## src/inc/csr_regs.svh

```systemverilog
/*
  Register indices, status bits and reset values.
  Assumes inclusion by bare name; definitions only.
*/
`ifndef CSR_REGS_SVH
`define CSR_REGS_SVH

// ----------------------------------------------------------------------
// Register indices (byte address on APB is four times the index)
// ----------------------------------------------------------------------
`define CSR_IDX_PORT0     8'h00
`define CSR_IDX_PTR0      8'h01
`define CSR_IDX_PORT1     8'h02
`define CSR_IDX_PTR1_LOW  8'h03
`define CSR_IDX_PTR1_SEC  8'h04
`define CSR_IDX_ACC       8'h05
`define CSR_IDX_PC_LOW 8'h06
`define CSR_IDX_TBL_LOW   8'h07
`define CSR_IDX_TBL_DATA  8'h08
`define CSR_IDX_TBL_HIGH  8'h09
`define CSR_IDX_STATUS    8'h0A
`define CSR_IDX_PORT2     8'h0C
`define CSR_IDX_PTR2_LOW  8'h0D
`define CSR_IDX_PTR2_SEC  8'h0E
`define CSR_IDX_EXT_ADDR  8'h10
`define CSR_IDX_EXT_DATA  8'h11

// Index field of the APB byte address
`define CSR_IDX_MSB 6
`define CSR_IDX_LSB 2

// ----------------------------------------------------------------------
// Status bit positions
// ----------------------------------------------------------------------
`define CSR_ST_C   0
`define CSR_ST_NIB 1
`define CSR_ST_Z 2
`define CSR_ST_SW 3
`define CSR_ST_SLP 4
`define CSR_ST_EXP 5
`define CSR_ST_CN 6
`define CSR_ST_SX 7

// Bits that software may write in the status register
`define CSR_ST_WR_MASK 8'hCF
`define CSR_ST_RESET   8'h00
`define CSR_BYTE_RESET 8'h00
`define CSR_SECTOR0    4'h0

`endif

```

## src/inc/csr_pkg.sv

```systemverilog
/*
  ALU operations and APB slave states.
  Assumes nothing beyond a SystemVerilog compiler.
*/
package csr_pkg;

  // Operations the execution unit hands to the ALU
  typedef enum logic [3:0] {
    CSR_OP_ADD,
    CSR_OP_ADC,
    CSR_OP_SUB,
    CSR_OP_SUBB,
    CSR_OP_AND,
    CSR_OP_OR,
    CSR_OP_XOR,
    CSR_OP_RLC,
    CSR_OP_RRC
  } csr_op_t;

  // APB slave phases
  typedef enum logic [1:0] {
    CSR_ST_IDLE,
    CSR_ST_MEM,
    CSR_ST_DONE
  } csr_bus_t;

endpackage

```

## src/logic/csr_core.sv

```systemverilog
/*
  Core special registers behind an APB slave: pointers, ALU, status.
  Assumes all neighbours run on clk_i and events are one-cycle pulses.
*/
// The implementer's own choices: the placing of the registers and the APB interface to the registers.
// How it works
// RULE1: Port aimed at itself reads zero, ignores writes.
// RULE2: Port 0 reaches only sector 0 at pointer 0.
// RULE3: Ports 1 and 2 take offset and sector from pointers.
// RULE4: Five pointer bytes are plain storage.
// RULE5: Extended address splits into sector and offset.
// RULE6: Counter low write jumps within the page.
// RULE7: One idle cycle follows that jump.
// RULE8: Table read fetches at the two table pointers.
// RULE9: High byte to table data, low byte to destination.
// RULE10: Every ALU result lands in the accumulator.
// RULE11: Status writes keep expiry and sleep flags.
// RULE12: Expiry cleared by reset, refresh, sleep; set on timeout.
// RULE13: Sleep flag cleared by reset or refresh; set by sleep.
// RULE14: Carry on add carry or no borrow; rotates update it.
// RULE15: Nibble flag on low nibble carry or no borrow.
// RULE16: Zero flag when arithmetic or logic result is zero.
// RULE17: Overflow when carry into bit 7 differs from out.
// RULE18: Bit 7 is overflow xor result msb.
// RULE19: Chained flag copies zero on subtract, ands on borrow.
// RULE20: Status never saved automatically.
// RULE21: Untouched flags keep their value.
`timescale 1ns/100ps
`include "csr_regs.svh"

module csr_core
  import csr_pkg::*;
#(
  parameter int SECT_W = 4
) (
  input wire logic clk_i,
  input wire logic rst_i,
  // APB slave
  input wire logic psel_i,
  input wire logic penable_i,
  input wire logic pwrite_i,
  input wire logic [31:0] paddr_i,
  input wire logic [31:0] pwdata_i,
  output logic pready_o,
  output logic [31:0] prdata_o,
  output logic pslverr_o,
  // Data memory
  output logic mem_req_o,
  output logic mem_we_o,
  output logic [SECT_W-1:0] mem_sector_o,
  output logic [7:0] mem_offset_o,
  output logic [7:0] mem_wdata_o,
  input wire logic [7:0] mem_rdata_i,
  input wire logic mem_ack_i,
  // ALU requests
  input wire logic alu_valid_i,
  input wire csr_op_t alu_op_i,
  input wire logic [7:0] alu_b_i,
  // Program counter low byte
  output logic pc_load_o,
  output logic [7:0] pc_low_o,
  output logic dummy_cycle_o,
  // Table read
  input wire logic tbl_rd_i,
  output logic prog_req_o,
  output logic [15:0] prog_addr_o,
  input wire logic [15:0] prog_data_i,
  input wire logic prog_ack_i,
  output logic tbl_done_o,
  output logic [7:0] tbl_low_o,
  // System events
  input wire logic wdt_timeout_i,
  input wire logic dog_refresh_instr_i,
  input wire logic halt_i,
  output logic [7:0] status_o,
  output logic [7:0] acc_o
);

  // --------------------------------------------------------------------
  // Storage
  // --------------------------------------------------------------------
  logic [7:0] ptr0_q, ptr1_low_q, ptr2_low_q;
  logic [7:0] ptr1_sec_q, ptr2_sec_q;
  logic [SECT_W+7:0] ext_addr_q;
  logic [7:0] acc_q, pc_low_q, tbl_low_q, tbl_high_q, tbl_data_q;
  logic [7:0] status_q, status_d;
  logic pc_load_q, dummy_q, prog_req_q, tbl_done_q;
  logic [7:0] tbl_out_q;
  csr_bus_t bus_q;
  logic pready_q, pslverr_q;
  logic [31:0] prdata_q;
  logic mem_req_q, mem_we_q;
  logic [SECT_W-1:0] mem_sector_q;
  logic [7:0] mem_offset_q, mem_wdata_q;

  // --------------------------------------------------------------------
  // Address decode
  // --------------------------------------------------------------------
  wire [7:0] idx = {3'b000, paddr_i[`CSR_IDX_MSB:`CSR_IDX_LSB]};
  wire access = psel_i && penable_i && !pready_q;
  wire hit_p0 = idx == `CSR_IDX_PORT0;
  wire hit_p1 = idx == `CSR_IDX_PORT1;
  wire hit_p2 = idx == `CSR_IDX_PORT2;
  wire hit_ext = idx == `CSR_IDX_EXT_DATA;
  wire hit_port = hit_p0 || hit_p1 || hit_p2 || hit_ext;
  wire hit_reg = idx == `CSR_IDX_PTR0 || idx == `CSR_IDX_PTR1_LOW ||
                 idx == `CSR_IDX_PTR1_SEC || idx == `CSR_IDX_ACC ||
                 idx == `CSR_IDX_PC_LOW || idx == `CSR_IDX_TBL_LOW ||
                 idx == `CSR_IDX_TBL_DATA || idx == `CSR_IDX_TBL_HIGH ||
                 idx == `CSR_IDX_STATUS || idx == `CSR_IDX_PTR2_LOW ||
                 idx == `CSR_IDX_PTR2_SEC || idx == `CSR_IDX_EXT_ADDR;
  wire upper_zero = paddr_i[31:`CSR_IDX_MSB+1] == '0;
  wire mapped = upper_zero && (hit_port || hit_reg);
  wire wr_en = access && bus_q == CSR_ST_IDLE && pwrite_i && mapped;

  // --------------------------------------------------------------------
  // Indirect target selection
  // --------------------------------------------------------------------
  // RULE2: port zero sector
  wire [SECT_W-1:0] p0_sec = `CSR_SECTOR0;
  // RULE3: sector from pointer
  wire [SECT_W-1:0] p1_sec = ptr1_sec_q[SECT_W-1:0];
  wire [SECT_W-1:0] p2_sec = ptr2_sec_q[SECT_W-1:0];
  // RULE5: extended address split
  wire [SECT_W-1:0] ext_sec = ext_addr_q[SECT_W+7:8];
  wire [SECT_W-1:0] tgt_sec = hit_p0 ? p0_sec : hit_p1 ? p1_sec :
                              hit_p2 ? p2_sec : ext_sec;
  wire [7:0] tgt_off = hit_p0 ? ptr0_q : hit_p1 ? ptr1_low_q :
                       hit_p2 ? ptr2_low_q : ext_addr_q[7:0];
  // RULE1: port aimed at a port
  wire tgt_self = tgt_sec == `CSR_SECTOR0 &&
                  (tgt_off == `CSR_IDX_PORT0 || tgt_off == `CSR_IDX_PORT1 ||
                   tgt_off == `CSR_IDX_PORT2 ||
                   tgt_off == `CSR_IDX_EXT_DATA);
  wire go_mem = upper_zero && hit_port && !tgt_self;

  // Register read mux
  logic [7:0] reg_rd;
  always_comb begin
    unique case (idx)
      `CSR_IDX_PTR0: reg_rd = ptr0_q;
      `CSR_IDX_PTR1_LOW: reg_rd = ptr1_low_q;
      `CSR_IDX_PTR1_SEC: reg_rd = ptr1_sec_q;
      `CSR_IDX_ACC: reg_rd = acc_q;
      `CSR_IDX_PC_LOW: reg_rd = pc_low_q;
      `CSR_IDX_TBL_LOW: reg_rd = tbl_low_q;
      `CSR_IDX_TBL_DATA: reg_rd = tbl_data_q;
      `CSR_IDX_TBL_HIGH: reg_rd = tbl_high_q;
      `CSR_IDX_STATUS: reg_rd = status_q;
      `CSR_IDX_PTR2_LOW: reg_rd = ptr2_low_q;
      `CSR_IDX_PTR2_SEC: reg_rd = ptr2_sec_q;
      `CSR_IDX_EXT_ADDR: reg_rd = ext_addr_q[7:0];
      default: reg_rd = `CSR_BYTE_RESET;
    endcase
  end
  // Extended address is wider than a byte; its sector sits above bit 7
  wire [31:0] rd_word = idx == `CSR_IDX_EXT_ADDR ?
                        32'(ext_addr_q) : {24'h00_0000, reg_rd};

  // --------------------------------------------------------------------
  // APB slave: one wait state for registers, memory paced by mem_ack_i
  // --------------------------------------------------------------------
  always_ff @(posedge clk_i or posedge rst_i) begin
    if (rst_i) begin
      bus_q <= CSR_ST_IDLE;
      pready_q <= 1'b0;
      pslverr_q <= 1'b0;
      prdata_q <= 32'h0000_0000;
      mem_req_q <= 1'b0;
      mem_we_q <= 1'b0;
      mem_sector_q <= '0;
      mem_offset_q <= `CSR_BYTE_RESET;
      mem_wdata_q <= `CSR_BYTE_RESET;
    end else begin
      unique case (bus_q)
        CSR_ST_IDLE: begin
          pready_q <= 1'b0;
          if (access && go_mem) begin
            bus_q <= CSR_ST_MEM;
            mem_req_q <= 1'b1;
            mem_we_q <= pwrite_i;
            mem_sector_q <= tgt_sec;
            mem_offset_q <= tgt_off;
            mem_wdata_q <= pwdata_i[7:0];
          end else if (access) begin
            bus_q <= CSR_ST_DONE;
            pready_q <= 1'b1;
            pslverr_q <= !mapped;
            // RULE1: self target reads zero
            prdata_q <= (pwrite_i || !mapped || hit_port) ?
                        32'h0000_0000 : rd_word;
          end
        end
        CSR_ST_MEM: begin
          if (mem_ack_i) begin
            mem_req_q <= 1'b0;
            mem_we_q <= 1'b0;
            pready_q <= 1'b1;
            pslverr_q <= 1'b0;
            prdata_q <= mem_we_q ? 32'h0000_0000 :
                        {24'h00_0000, mem_rdata_i};
            bus_q <= CSR_ST_DONE;
          end
        end
        CSR_ST_DONE: begin
          pready_q <= 1'b0;
          pslverr_q <= 1'b0;
          bus_q <= CSR_ST_IDLE;
        end
      endcase
    end
  end

  // --------------------------------------------------------------------
  // ALU: result and flags computed from the accumulator and operand
  // --------------------------------------------------------------------
  wire is_sub = alu_op_i == CSR_OP_SUB || alu_op_i == CSR_OP_SUBB;
  wire is_arith = is_sub || alu_op_i == CSR_OP_ADD ||
                  alu_op_i == CSR_OP_ADC;
  wire is_logic = alu_op_i == CSR_OP_AND || alu_op_i == CSR_OP_OR ||
                  alu_op_i == CSR_OP_XOR;
  wire is_rot = alu_op_i == CSR_OP_RLC || alu_op_i == CSR_OP_RRC;
  // Subtract is add of the complement; carry in is the no-borrow bit
  wire [7:0] b_eff = is_sub ? ~alu_b_i : alu_b_i;
  wire cin = alu_op_i == CSR_OP_SUB ? 1'b1 :
             (alu_op_i == CSR_OP_ADC || alu_op_i == CSR_OP_SUBB) ?
             status_q[`CSR_ST_C] : 1'b0;
  wire [8:0] sum9 = 9'({1'b0, acc_q} + {1'b0, b_eff} + {8'h00, cin});
  wire [4:0] low5 = 5'({1'b0, acc_q[3:0]} + {1'b0, b_eff[3:0]} +
                       {4'h0, cin});
  wire [7:0] low8 = 8'({1'b0, acc_q[6:0]} + {1'b0, b_eff[6:0]} +
                       {7'h00, cin});
  logic [7:0] alu_res;
  always_comb begin
    unique case (alu_op_i)
      CSR_OP_AND: alu_res = acc_q & alu_b_i;
      CSR_OP_OR: alu_res = acc_q | alu_b_i;
      CSR_OP_XOR: alu_res = acc_q ^ alu_b_i;
      CSR_OP_RLC: alu_res = {acc_q[6:0], status_q[`CSR_ST_C]};
      CSR_OP_RRC: alu_res = {status_q[`CSR_ST_C], acc_q[7:1]};
      default: alu_res = sum9[7:0];
    endcase
  end
  wire res_zero = alu_res == 8'h00;
  wire ov_new = low8[7] ^ sum9[8];

  // Next status value: bus write, then ALU, then system events
  always_comb begin
    status_d = status_q;
    // RULE11: expiry and sleep flags masked
    if (wr_en && idx == `CSR_IDX_STATUS) begin
      status_d = (status_q & ~`CSR_ST_WR_MASK) |
                 (pwdata_i[7:0] & `CSR_ST_WR_MASK);
    end
    // RULE21: untouched flags hold
    if (alu_valid_i && is_arith) begin
      // RULE14: carry or no borrow
      status_d[`CSR_ST_C] = sum9[8];
      // RULE15: nibble carry
      status_d[`CSR_ST_NIB] = low5[4];
      // RULE17: carry in versus out
      status_d[`CSR_ST_SW] = ov_new;
      // RULE18: overflow xor msb
      status_d[`CSR_ST_SX] = ov_new ^ alu_res[7];
      // RULE19: chained zero flag
      if (alu_op_i == CSR_OP_SUB) begin
        status_d[`CSR_ST_CN] = res_zero;
      end else if (alu_op_i == CSR_OP_SUBB) begin
        status_d[`CSR_ST_CN] = status_q[`CSR_ST_CN] & res_zero;
      end
    end
    // RULE16: zero on arith and logic
    if (alu_valid_i && (is_arith || is_logic)) begin
      status_d[`CSR_ST_Z] = res_zero;
    end
    // RULE14: rotate through carry
    if (alu_valid_i && is_rot) begin
      status_d[`CSR_ST_C] = alu_op_i == CSR_OP_RLC ? acc_q[7] : acc_q[0];
    end
    // RULE12: expiry flag, timeout wins
    if (dog_refresh_instr_i || halt_i) begin
      status_d[`CSR_ST_EXP] = 1'b0;
    end
    if (wdt_timeout_i) begin
      status_d[`CSR_ST_EXP] = 1'b1;
    end
    // RULE13: sleep flag, sleep wins
    if (dog_refresh_instr_i) begin
      status_d[`CSR_ST_SLP] = 1'b0;
    end
    if (halt_i) begin
      status_d[`CSR_ST_SLP] = 1'b1;
    end
  end

  // --------------------------------------------------------------------
  // Register storage; ALU result beats a bus write to the accumulator
  // --------------------------------------------------------------------
  // RULE20: status never pushed on call
  always_ff @(posedge clk_i or posedge rst_i) begin
    if (rst_i) begin
      status_q <= `CSR_ST_RESET;
      acc_q <= `CSR_BYTE_RESET;
    end else begin
      status_q <= status_d;
      // RULE10: result into accumulator
      if (alu_valid_i) begin
        acc_q <= alu_res;
      end else if (wr_en && idx == `CSR_IDX_ACC) begin
        acc_q <= pwdata_i[7:0];
      end
    end
  end

  // RULE4: pointer bytes are storage
  always_ff @(posedge clk_i or posedge rst_i) begin
    if (rst_i) begin
      ptr0_q <= `CSR_BYTE_RESET;
      ptr1_low_q <= `CSR_BYTE_RESET;
      ptr1_sec_q <= `CSR_BYTE_RESET;
      ptr2_low_q <= `CSR_BYTE_RESET;
      ptr2_sec_q <= `CSR_BYTE_RESET;
      ext_addr_q <= '0;
      tbl_low_q <= `CSR_BYTE_RESET;
      tbl_high_q <= `CSR_BYTE_RESET;
    end else if (wr_en) begin
      if (idx == `CSR_IDX_PTR0) ptr0_q <= pwdata_i[7:0];
      if (idx == `CSR_IDX_PTR1_LOW) ptr1_low_q <= pwdata_i[7:0];
      if (idx == `CSR_IDX_PTR1_SEC) ptr1_sec_q <= pwdata_i[7:0];
      if (idx == `CSR_IDX_PTR2_LOW) ptr2_low_q <= pwdata_i[7:0];
      if (idx == `CSR_IDX_PTR2_SEC) ptr2_sec_q <= pwdata_i[7:0];
      if (idx == `CSR_IDX_EXT_ADDR) ext_addr_q <= pwdata_i[SECT_W+7:0];
      if (idx == `CSR_IDX_TBL_LOW) tbl_low_q <= pwdata_i[7:0];
      if (idx == `CSR_IDX_TBL_HIGH) tbl_high_q <= pwdata_i[7:0];
    end
  end

  // RULE6: low byte jump request
  // RULE7: idle cycle follows the jump
  always_ff @(posedge clk_i or posedge rst_i) begin
    if (rst_i) begin
      pc_low_q <= `CSR_BYTE_RESET;
      pc_load_q <= 1'b0;
      dummy_q <= 1'b0;
    end else begin
      pc_load_q <= wr_en && idx == `CSR_IDX_PC_LOW;
      dummy_q <= pc_load_q;
      if (wr_en && idx == `CSR_IDX_PC_LOW) pc_low_q <= pwdata_i[7:0];
    end
  end

  // RULE8: fetch at table pointers
  // RULE9: split fetched word
  // A new table read is ignored while one is still in flight.
  always_ff @(posedge clk_i or posedge rst_i) begin
    if (rst_i) begin
      prog_req_q <= 1'b0;
      tbl_done_q <= 1'b0;
      tbl_out_q <= `CSR_BYTE_RESET;
      tbl_data_q <= `CSR_BYTE_RESET;
    end else begin
      tbl_done_q <= 1'b0;
      if (prog_req_q && prog_ack_i) begin
        prog_req_q <= 1'b0;
        tbl_done_q <= 1'b1;
        tbl_data_q <= prog_data_i[15:8];
        tbl_out_q <= prog_data_i[7:0];
      end else if (tbl_rd_i) begin
        prog_req_q <= 1'b1;
      end
    end
  end

  // --------------------------------------------------------------------
  // Outputs, all straight from flip-flops
  // --------------------------------------------------------------------
  assign pready_o = pready_q;
  assign prdata_o = prdata_q;
  assign pslverr_o = pslverr_q;
  assign mem_req_o = mem_req_q;
  assign mem_we_o = mem_we_q;
  assign mem_sector_o = mem_sector_q;
  assign mem_offset_o = mem_offset_q;
  assign mem_wdata_o = mem_wdata_q;
  assign pc_load_o = pc_load_q;
  assign pc_low_o = pc_low_q;
  assign dummy_cycle_o = dummy_q;
  assign prog_req_o = prog_req_q;
  assign prog_addr_o = {tbl_high_q, tbl_low_q};
  assign tbl_done_o = tbl_done_q;
  assign tbl_low_o = tbl_out_q;
  assign status_o = status_q;
  assign acc_o = acc_q;

  // --------------------------------------------------------------------
  // Assertions
  // --------------------------------------------------------------------
  a_port_self_zero: assert property ( // RULE1
    @(posedge clk_i) disable iff (rst_i)
    access && bus_q == CSR_ST_IDLE && upper_zero && hit_port && tgt_self
    |=> pready_o && prdata_o == 32'h0000_0000 && !mem_req_o)
    else $error("self aimed port not zero");

  a_port0_sector: assert property ( // RULE2
    @(posedge clk_i) disable iff (rst_i)
    access && bus_q == CSR_ST_IDLE && go_mem && hit_p0
    |=> mem_req_o && mem_sector_o == '0 && mem_offset_o == $past(ptr0_q))
    else $error("port 0 left sector 0");

  a_port1_target: assert property ( // RULE3
    @(posedge clk_i) disable iff (rst_i)
    access && bus_q == CSR_ST_IDLE && go_mem && hit_p1
    |=> mem_sector_o == $past(p1_sec) && mem_offset_o == $past(ptr1_low_q))
    else $error("port 1 target wrong");

  a_jump_idle: assert property ( // RULE7
    @(posedge clk_i) disable iff (rst_i)
    wr_en && idx == `CSR_IDX_PC_LOW
    |=> pc_load_o && !dummy_cycle_o ##1 dummy_cycle_o && !pc_load_o)
    else $error("idle cycle missing after jump");

  a_acc_result: assert property ( // RULE10
    @(posedge clk_i) disable iff (rst_i)
    alu_valid_i |=> acc_o == $past(alu_res))
    else $error("result not in accumulator");

  a_status_keep: assert property ( // RULE11
    @(posedge clk_i) disable iff (rst_i)
    wr_en && idx == `CSR_IDX_STATUS && !wdt_timeout_i && !dog_refresh_instr_i &&
    !halt_i |=> $stable(status_o[5:4]))
    else $error("status write hit system flags");

  a_expiry_set: assert property ( // RULE12
    @(posedge clk_i) disable iff (rst_i)
    wdt_timeout_i |=> status_o[`CSR_ST_EXP])
    else $error("timeout lost");

  a_sleep_set: assert property ( // RULE13
    @(posedge clk_i) disable iff (rst_i)
    halt_i |=> status_o[`CSR_ST_SLP] && !status_o[`CSR_ST_EXP] ||
    $past(wdt_timeout_i))
    else $error("sleep flags wrong");

  a_zero_flag: assert property ( // RULE16
    @(posedge clk_i) disable iff (rst_i)
    alu_valid_i && (is_arith || is_logic)
    |=> status_o[`CSR_ST_Z] == (acc_o == 8'h00))
    else $error("zero flag wrong");

  a_sign_xor: assert property ( // RULE18
    @(posedge clk_i) disable iff (rst_i)
    alu_valid_i && is_arith
    |=> status_o[`CSR_ST_SX] == (status_o[`CSR_ST_SW] ^ acc_o[7]))
    else $error("sign xor flag wrong");

  a_table_split: assert property ( // RULE9
    @(posedge clk_i) disable iff (rst_i)
    prog_req_o && prog_ack_i
    |=> tbl_done_o && tbl_low_o == $past(prog_data_i[7:0]) &&
    tbl_data_q == $past(prog_data_i[15:8]))
    else $error("table word split wrong");

endmodule // csr_core

```

## config.mk

```make
export PLATFORM = sky130hd
export DESIGN_NAME = csr_core
export DESIGN_NICKNAME = d
export VERILOG_FILES = /design/src/inc/csr_pkg.sv /design/src/logic/csr_core.sv
export VERILOG_INCLUDE_DIRS = /design/src /design/src/inc
export SDC_FILE = /design/constraint.sdc
export NUM_CORES = 1
export LEC_CHECK = 0
export BUFFER_PORTS_ARGS = -buffer_cell sky130_fd_sc_hd__buf_2
export CORE_AREA = 8 8 141 143
export DETAILED_ROUTE_END_ITERATION = 12
export DIE_AREA = 0 0 149 151
export PLACE_DENSITY = 0.77
export SETUP_SLACK_MARGIN = 0.5
export SYNTH_ARGS = -nofsm -noshare
export SYNTH_HDL_FRONTEND = slang
export SYNTH_SLANG_ARGS = --single-unit
```

## constraint.sdc

```tcl
create_clock -name clk_i -period 4 [get_ports clk_i]
set_input_delay 0 -clock clk_i [delete_from_list [all_inputs] [get_ports clk_i]]
set_output_delay 0 -clock clk_i [all_outputs]
set_load 0.03 [all_outputs]
```

* Yosys cells after proc, flatten, opt, wreduce, memory -nomap -nowiden
Index checks and enable logic that the tools add are counted.
Word-level totals: flip-flop bits (word level) 170, output and inout bits 108
Operators by class: reduce and logical (&&, ||, !) cells 77, eq/ne operators 33, muxes and demuxes 52, bitwise gates (word level) 8, add/subtract/negate cells 6
Operators with widths (count):
- $mux 32 | 3
- $pmux 8 s11 | 1
- $mux 8 | 8
- $pmux 32 s2 | 1
- $pmux 8 s5 | 1
- $eq 5x4->1 const B | 6
- $logic_or 1x1->1 | 29
- $logic_not 25->1 | 1
- $logic_not 8->1 | 3
- $mux 12 | 2
- $mux 1 | 23
- $eq 5x3->1 const B | 4
- $reduce_and 2->1 | 10
- $logic_and 1x1->1 | 17
- $eq 4x3->1 const B | 4
- $mux 4 | 3
- $eq 5x2->1 const B | 2
- $eq 5x5->1 const B | 2
- $mux 2 | 5
- $reduce_bool 2->1 | 5
- $add 8x8->9 | 1
- $add 9x1->9 | 1
- $reduce_bool 3->1 | 3
- $add 7x7->8 | 1
- other kinds (30) | 40

* Longest topological paths before layout
depth in word-level cells 21, mapped depth 18, mapped depth without buffers 15

* Worst setup path before layout
OpenSTA, ideal clock, no wires.
path kind input -> register, start point input port alu_op_i[1], end point register status_q[0], in the netlist status_o[0], stages on the path 18, setup slack 0.279 ns, buffers on the path 4, data arrival time 3.585 ns, data required time 3.864 ns, cell sequence clkbuf_1 clkbuf_1 buf_1 and2_1 clkbuf_1 xnor2_1 fa_1 inv_1 fa_1 a21o_1 a21oi_1 o21ai_0 a2111oi_0 nor3_1 o21ai_0 o22ai_1 a21oi_1 a21oi_1
Between the ends: cells in the longest elaborated chain, start to end 7
Ends and longest elaborated chain:
- start, declared | RTL line csr_core.sv:57 | input wire csr_op_t alu_op_i,
- $eq 4x2->1, or another cell as far along | RTL line csr_core.sv:217, csr_core.sv:225
- $logic_or 1x1->1, on equally long branches | RTL line csr_core.sv:217, csr_core.sv:226
- $mux 8, or another cell as far along | RTL line csr_core.sv:224 | wire [7:0] b_eff = is_sub ? ~alu_b_i : alu_b_i;
- $add 8x8->9, or another cell as far along | RTL line csr_core.sv:228 | wire [8:0] sum9 = 9'({1'b0, acc_q} + {1'b0, b_eff} + {8'h00, cin});
- $add 9x1->9 / $logic_and 1x1->1 (equally long branches) | RTL line csr_core.sv:228, csr_core.sv:256
- $mux 2 | RTL line csr_core.sv:256 | if (alu_valid_i && is_arith) begin
- $mux 1 | RTL line csr_core.sv:277 | if (alu_valid_i && is_rot) begin
- end signal, assigned | RTL line csr_core.sv:302 | status_q <= `CSR_ST_RESET;
- end signal, assigned | RTL line csr_core.sv:305 | status_q <= status_d;
- end, declared | RTL line csr_core.sv:86 | logic [7:0] status_q, status_d;
Several ways; a longest one is shown, not always the timed one. A chain may end at the register's enable or synchronous reset.

* Worst setup path in the final report
start point register status_q[0], in the netlist status_o[0], end point register status_q[7], in the netlist status_o[7]
Between the ends: cells in the longest elaborated chain, start to end 6
Ends and longest elaborated chain:
- $mux 1 | RTL line csr_core.sv:226 | (alu_op_i == CSR_OP_ADC || alu_op_i == CSR_OP_SUBB) ?
- $mux 1 | RTL line csr_core.sv:225 | wire cin = alu_op_i == CSR_OP_SUB ? 1'b1 :
- $add 9x1->9 / $add 8x1->8 (equally long branches) | RTL line csr_core.sv:228, csr_core.sv:231
- $pmux 8 s5 / $xor 1x1->1 (equally long branches) | RTL line csr_core.sv:235, csr_core.sv:245
- $xor 1x1->1 * | RTL line csr_core.sv:264 | status_d[`CSR_ST_SX] = ov_new ^ alu_res[7];
- $mux 2 * | RTL line csr_core.sv:256
Every way passes the cells marked *; elsewhere a longest branch is shown, timed or not.

==> metrics.csv <==
stage,metric,value,unit
final_layout,area_growth,25.1,%
setup_path,crit_type,reg -> reg,
sta,hold_viol,0,
setup_path,r2r_cells,13,
setup_path,cp-end-kind,flop,
power,p_int,0.00313,W
sta,setup_ws,683,ps
final_layout,multi_input_area,4320,µm²
route,viasPerCell,5.80,
floorplan,core,17700,µm²
floorplan,row_count,49,
setup_path,path_cells,and2_1 > o21ai_0 > fa_1 > inv_1 > fa_1 > a21o_1 > a21oi_2 > o21ai_0 > a2111oi_2 > nor3_1 > xor2_1 > xor2_1 > a21oi_1,
power,p_sw,0.00156,W
worst_hold_path,min_path_cells,2,
final_layout,n_antenna_cell,0,
clock_network,tritoncts,done,
power,clkPwrFrac,35.4,%
sta,worst_pin_slew,883,ps
setup_path,worst_path_largest_cell_delay,460,ps
grt,grt_pass1_vias,7343,
sta,rsz0062_at_grt,no,
setup_path,crit_fanout,5,
worst_hold_path,min_to,status_o[6],
status,status,"complete, no violations",
placed_design,gp_congestion,0.956,
setup_path,critPathRequiredTime,4300,ps
grt,grtUsageTotal,24.2,%
sta,finalSetupTns,0,ps
setup_path,crit_path_start_kind,flop,
setup_path,r2r_slack,680,ps
final_layout,utilization,60.1,%
synth,netlist_top_cells_area,"dfrtp_1 (44%), mux2_2 (15%), ha_1 (3.7%)",
synth,yosysTopAreaCellShare,44.2,%
synth,async_flop_share,100,%
placed_design,place_inst,1181,
grt,gr-total-overflow,0,
synth,synth-seq-area-share,44.2,%
power,p_per_area,442,nW/µm²
grt,antenna_found_initial,0,
power,ir_drop,0.330,mV
route,drc,0,
setup_path,crit_buf_inv,1,
synth,ys_types,66,
job,cap_viol_max_count,0,
clock_network,cts_buffers,17,
synth,ys_ff_latch,150,
route,drtIter0Drc,582,
final_layout,fillers,1493,
power,seq_power_share,37.7,%
sta,holdWs,71.0,ps
sta,final.period_utilization,82.9,%
clock_network,cts_max_level,4,
clock_network,clockRootBuffer,clkbuf_16,
floorplan,die_h,151,µm
synth,ys_warn_count,0,
sta,finalClockSkew,12.4,ps
setup_path,r2r_start,status_o[0],
worst_hold_path,worstHoldPathType,in -> reg,
setup_path,critPathSlowestCell,dfrtp_1,
synth,syn_inst,806,
sta,slew_viol_final,0,
grt,grt_pass1_wl,41900,µm
clock_network,post_cts_buffers,0,
synth,syn-cell-area,8480,µm²
floorplan,dieArea,22500,µm²
power,p_leak,5.37,nW
route,vias,7320,
final_layout,fin_cells,1262,
floorplan,start_util,48.0,%
clock_network,clock-sinks,150,
clock_network,clk_pin_slew,70,ps
sta,period_needed,3320,ps
clock_network,clk_path_buf_depth,2,
setup_path,critical-path-top-delay-family,compound AO/OA/AOI/OAI gates,
route,wl_per_cell,21.7,µm
synth,syn_area_per_cell,10.5,µm²
floorplan,num_io_pins,220,
grt,grt_max_degree,151,
route,postRouteWirelength,27400,µm
placed_design,dpl.hpwl,19900,µm
placed_design,pre_cts_ws,518,ps
power,switching_share,33.3,%
final_layout,seqCellArea,3750,µm²
synth,synth-edff-count,0,
sta,setup_violations,0,
clock_network,clk_latency,430,ps
final_layout,drive_above_1_share,34.2,%
synth,ys.flop_type,dfrtp_1,
sta,max_freq,301,MHz
route,drt_first_pass_iters,6,
setup_path,r2r-end,status_o[7],
route,ant_nets,0,
placed_design,numPortBuffers,177,
setup_path,crit_arrival,3620,ps
sta,slew_headroom,41.1,%
final_layout,nets,1159,
power,combPwrFrac,26.9,%
synth,netlist.top_cell.by_area,dfrtp_1,
worst_hold_path,hp-start,alu_op_i[1],
floorplan,die_x,149,µm
state kept, by name, indices dropped and copies added (netlist names), 2 cells and up:
name	cells
tbl_data_q	8
tbl_low_q	8
acc_o	8
ptr2_low_q	8
pc_low_o	8
ptr0_q	8
mem_offset_o	8
prdata_o	12
mem_sector_o	4
status_o	8
ptr1_sec_q	8
tbl_high_q	8
mem_wdata_o	8
ptr1_low_q	8
ptr2_sec_q	8
bus_q	2
tbl_low_o	8
ext_addr_q	12
worst max path at each step:
stage          cells past startpoint  slack [ps]          end         from
6_report                          13         680  status_o[7]  status_o[0]
3_5_place_dp                      14         520  status_o[6]  status_o[0]
2_1_floorplan                     18         520  status_o[0]  alu_op_i[1]
4_1_cts                           14         560  status_o[6]  status_o[0]
3_3_place_gp                      13         680  status_o[7]  status_o[0]
5_1_grt                           13         490  status_o[7]  status_o[0]
per-stage QoR:
step / instance area (µm²) / power, W
4_1_cts: 10600 / 0.00467
5_1_grt: 10600 / 0.00491
2_1_floorplan: 8560 / 0.00264
3_5_place_dp: 9490 / 0.00298
6_report: 10600 / 0.00469
3_3_place_gp: 9490 / 0.00295
layout make-up:
class,instances,share of cell area [%]
clock buffer,21,4.34
clock inverter,11,1.39
inverter,43,1.56
multi-input combinational,570,40.7
sequential,150,35.4
tap,229,2.70
timing repair buffer,238,13.9
what timing repair did:
action                                  4_1_cts  5_1_grt
endpoints found under the hold margin       200        0
hold buffers                                 49        0
resized for setup                             1        6
endpoints found under the setup margin        1        5
placed cells by master, fill, tap and decap left out, drive strengths merged, types with 13 or more instances in the layout:
| cell | Yosys | final |
|---|---|---|
| buf | 35 | 189 |
| dfrtp | 150 | 150 |
| mux2 | 120 | 120 |
| nand2 | 69 | 69 |
| dlygate4sd3 | 0 | 49 |
| nor2 | 46 | 46 |
| a21oi | 46 | 46 |
| inv | 42 | 43 |
| ha | 25 | 25 |
| o21ai | 25 | 25 |
| clkbuf | 27 | 21 |
| conb | 1 | 20 |
| a22oi | 19 | 19 |
| mux2i | 17 | 17 |
| and3 | 16 | 16 |
| nor3 | 15 | 15 |
| a211oi | 13 | 13 |
Yosys cell counts, types with 5 or more instances:
cell / instances
a22o_1: 9
a22oi_1: 19
dfrtp_1: 150
mux2_4: 6
clkbuf_1: 27
mux2i_1: 17
a222oi_1: 8
nor3_1: 14
a21boi_0: 6
nand2b_1: 6
inv_1: 42
o21ai_0: 23
nor2_1: 46
buf_4: 21
nand3_1: 8
mux2_2: 114
a221oi_1: 10
and2_1: 5
xor2_1: 5
and3_1: 16
nand2_1: 68
a221o_1: 5
xnor2_1: 10
nor4_1: 8
a21oi_1: 46
buf_2: 9
o22ai_1: 10
ha_1: 25
a211oi_1: 13
logic make-up after synthesis:
logic type	after synthesis	share of synthesized area, %
simple gates	198	11.3
compound gates	171	14.0
flops	150	44.2
mux	139	18.7
buf+inv	105	5.93
fa+ha+maj	27	4.16
xor+xnor	15	1.55
other cells	1	0.0442
power by group through the flow:
| stage | registers [W] | clock network [W] | logic (W) |
|---|---|---|---|
| floorplan | 0.00190 | 0 | 0.000742 |
| global placement | 0.00179 | 0 | 0.00116 |
| detailed placement | 0.00179 | 0 | 0.00118 |
| CTS | 0.00176 | 0.00168 | 0.00123 |
| global route | 0.00178 | 0.00174 | 0.00138 |
| finish | 0.00177 | 0.00166 | 0.00126 |
per-layer routing:
layer	vias up	GRT usage [%]	wire, µm
met2	368	38.6	12900
li1	3326	-	-
met5	-	0	0
met4	0	7.22	496
met1	3587	31.4	11400
met3	39	6.90	2670
(Power assumes the default switching activity.)
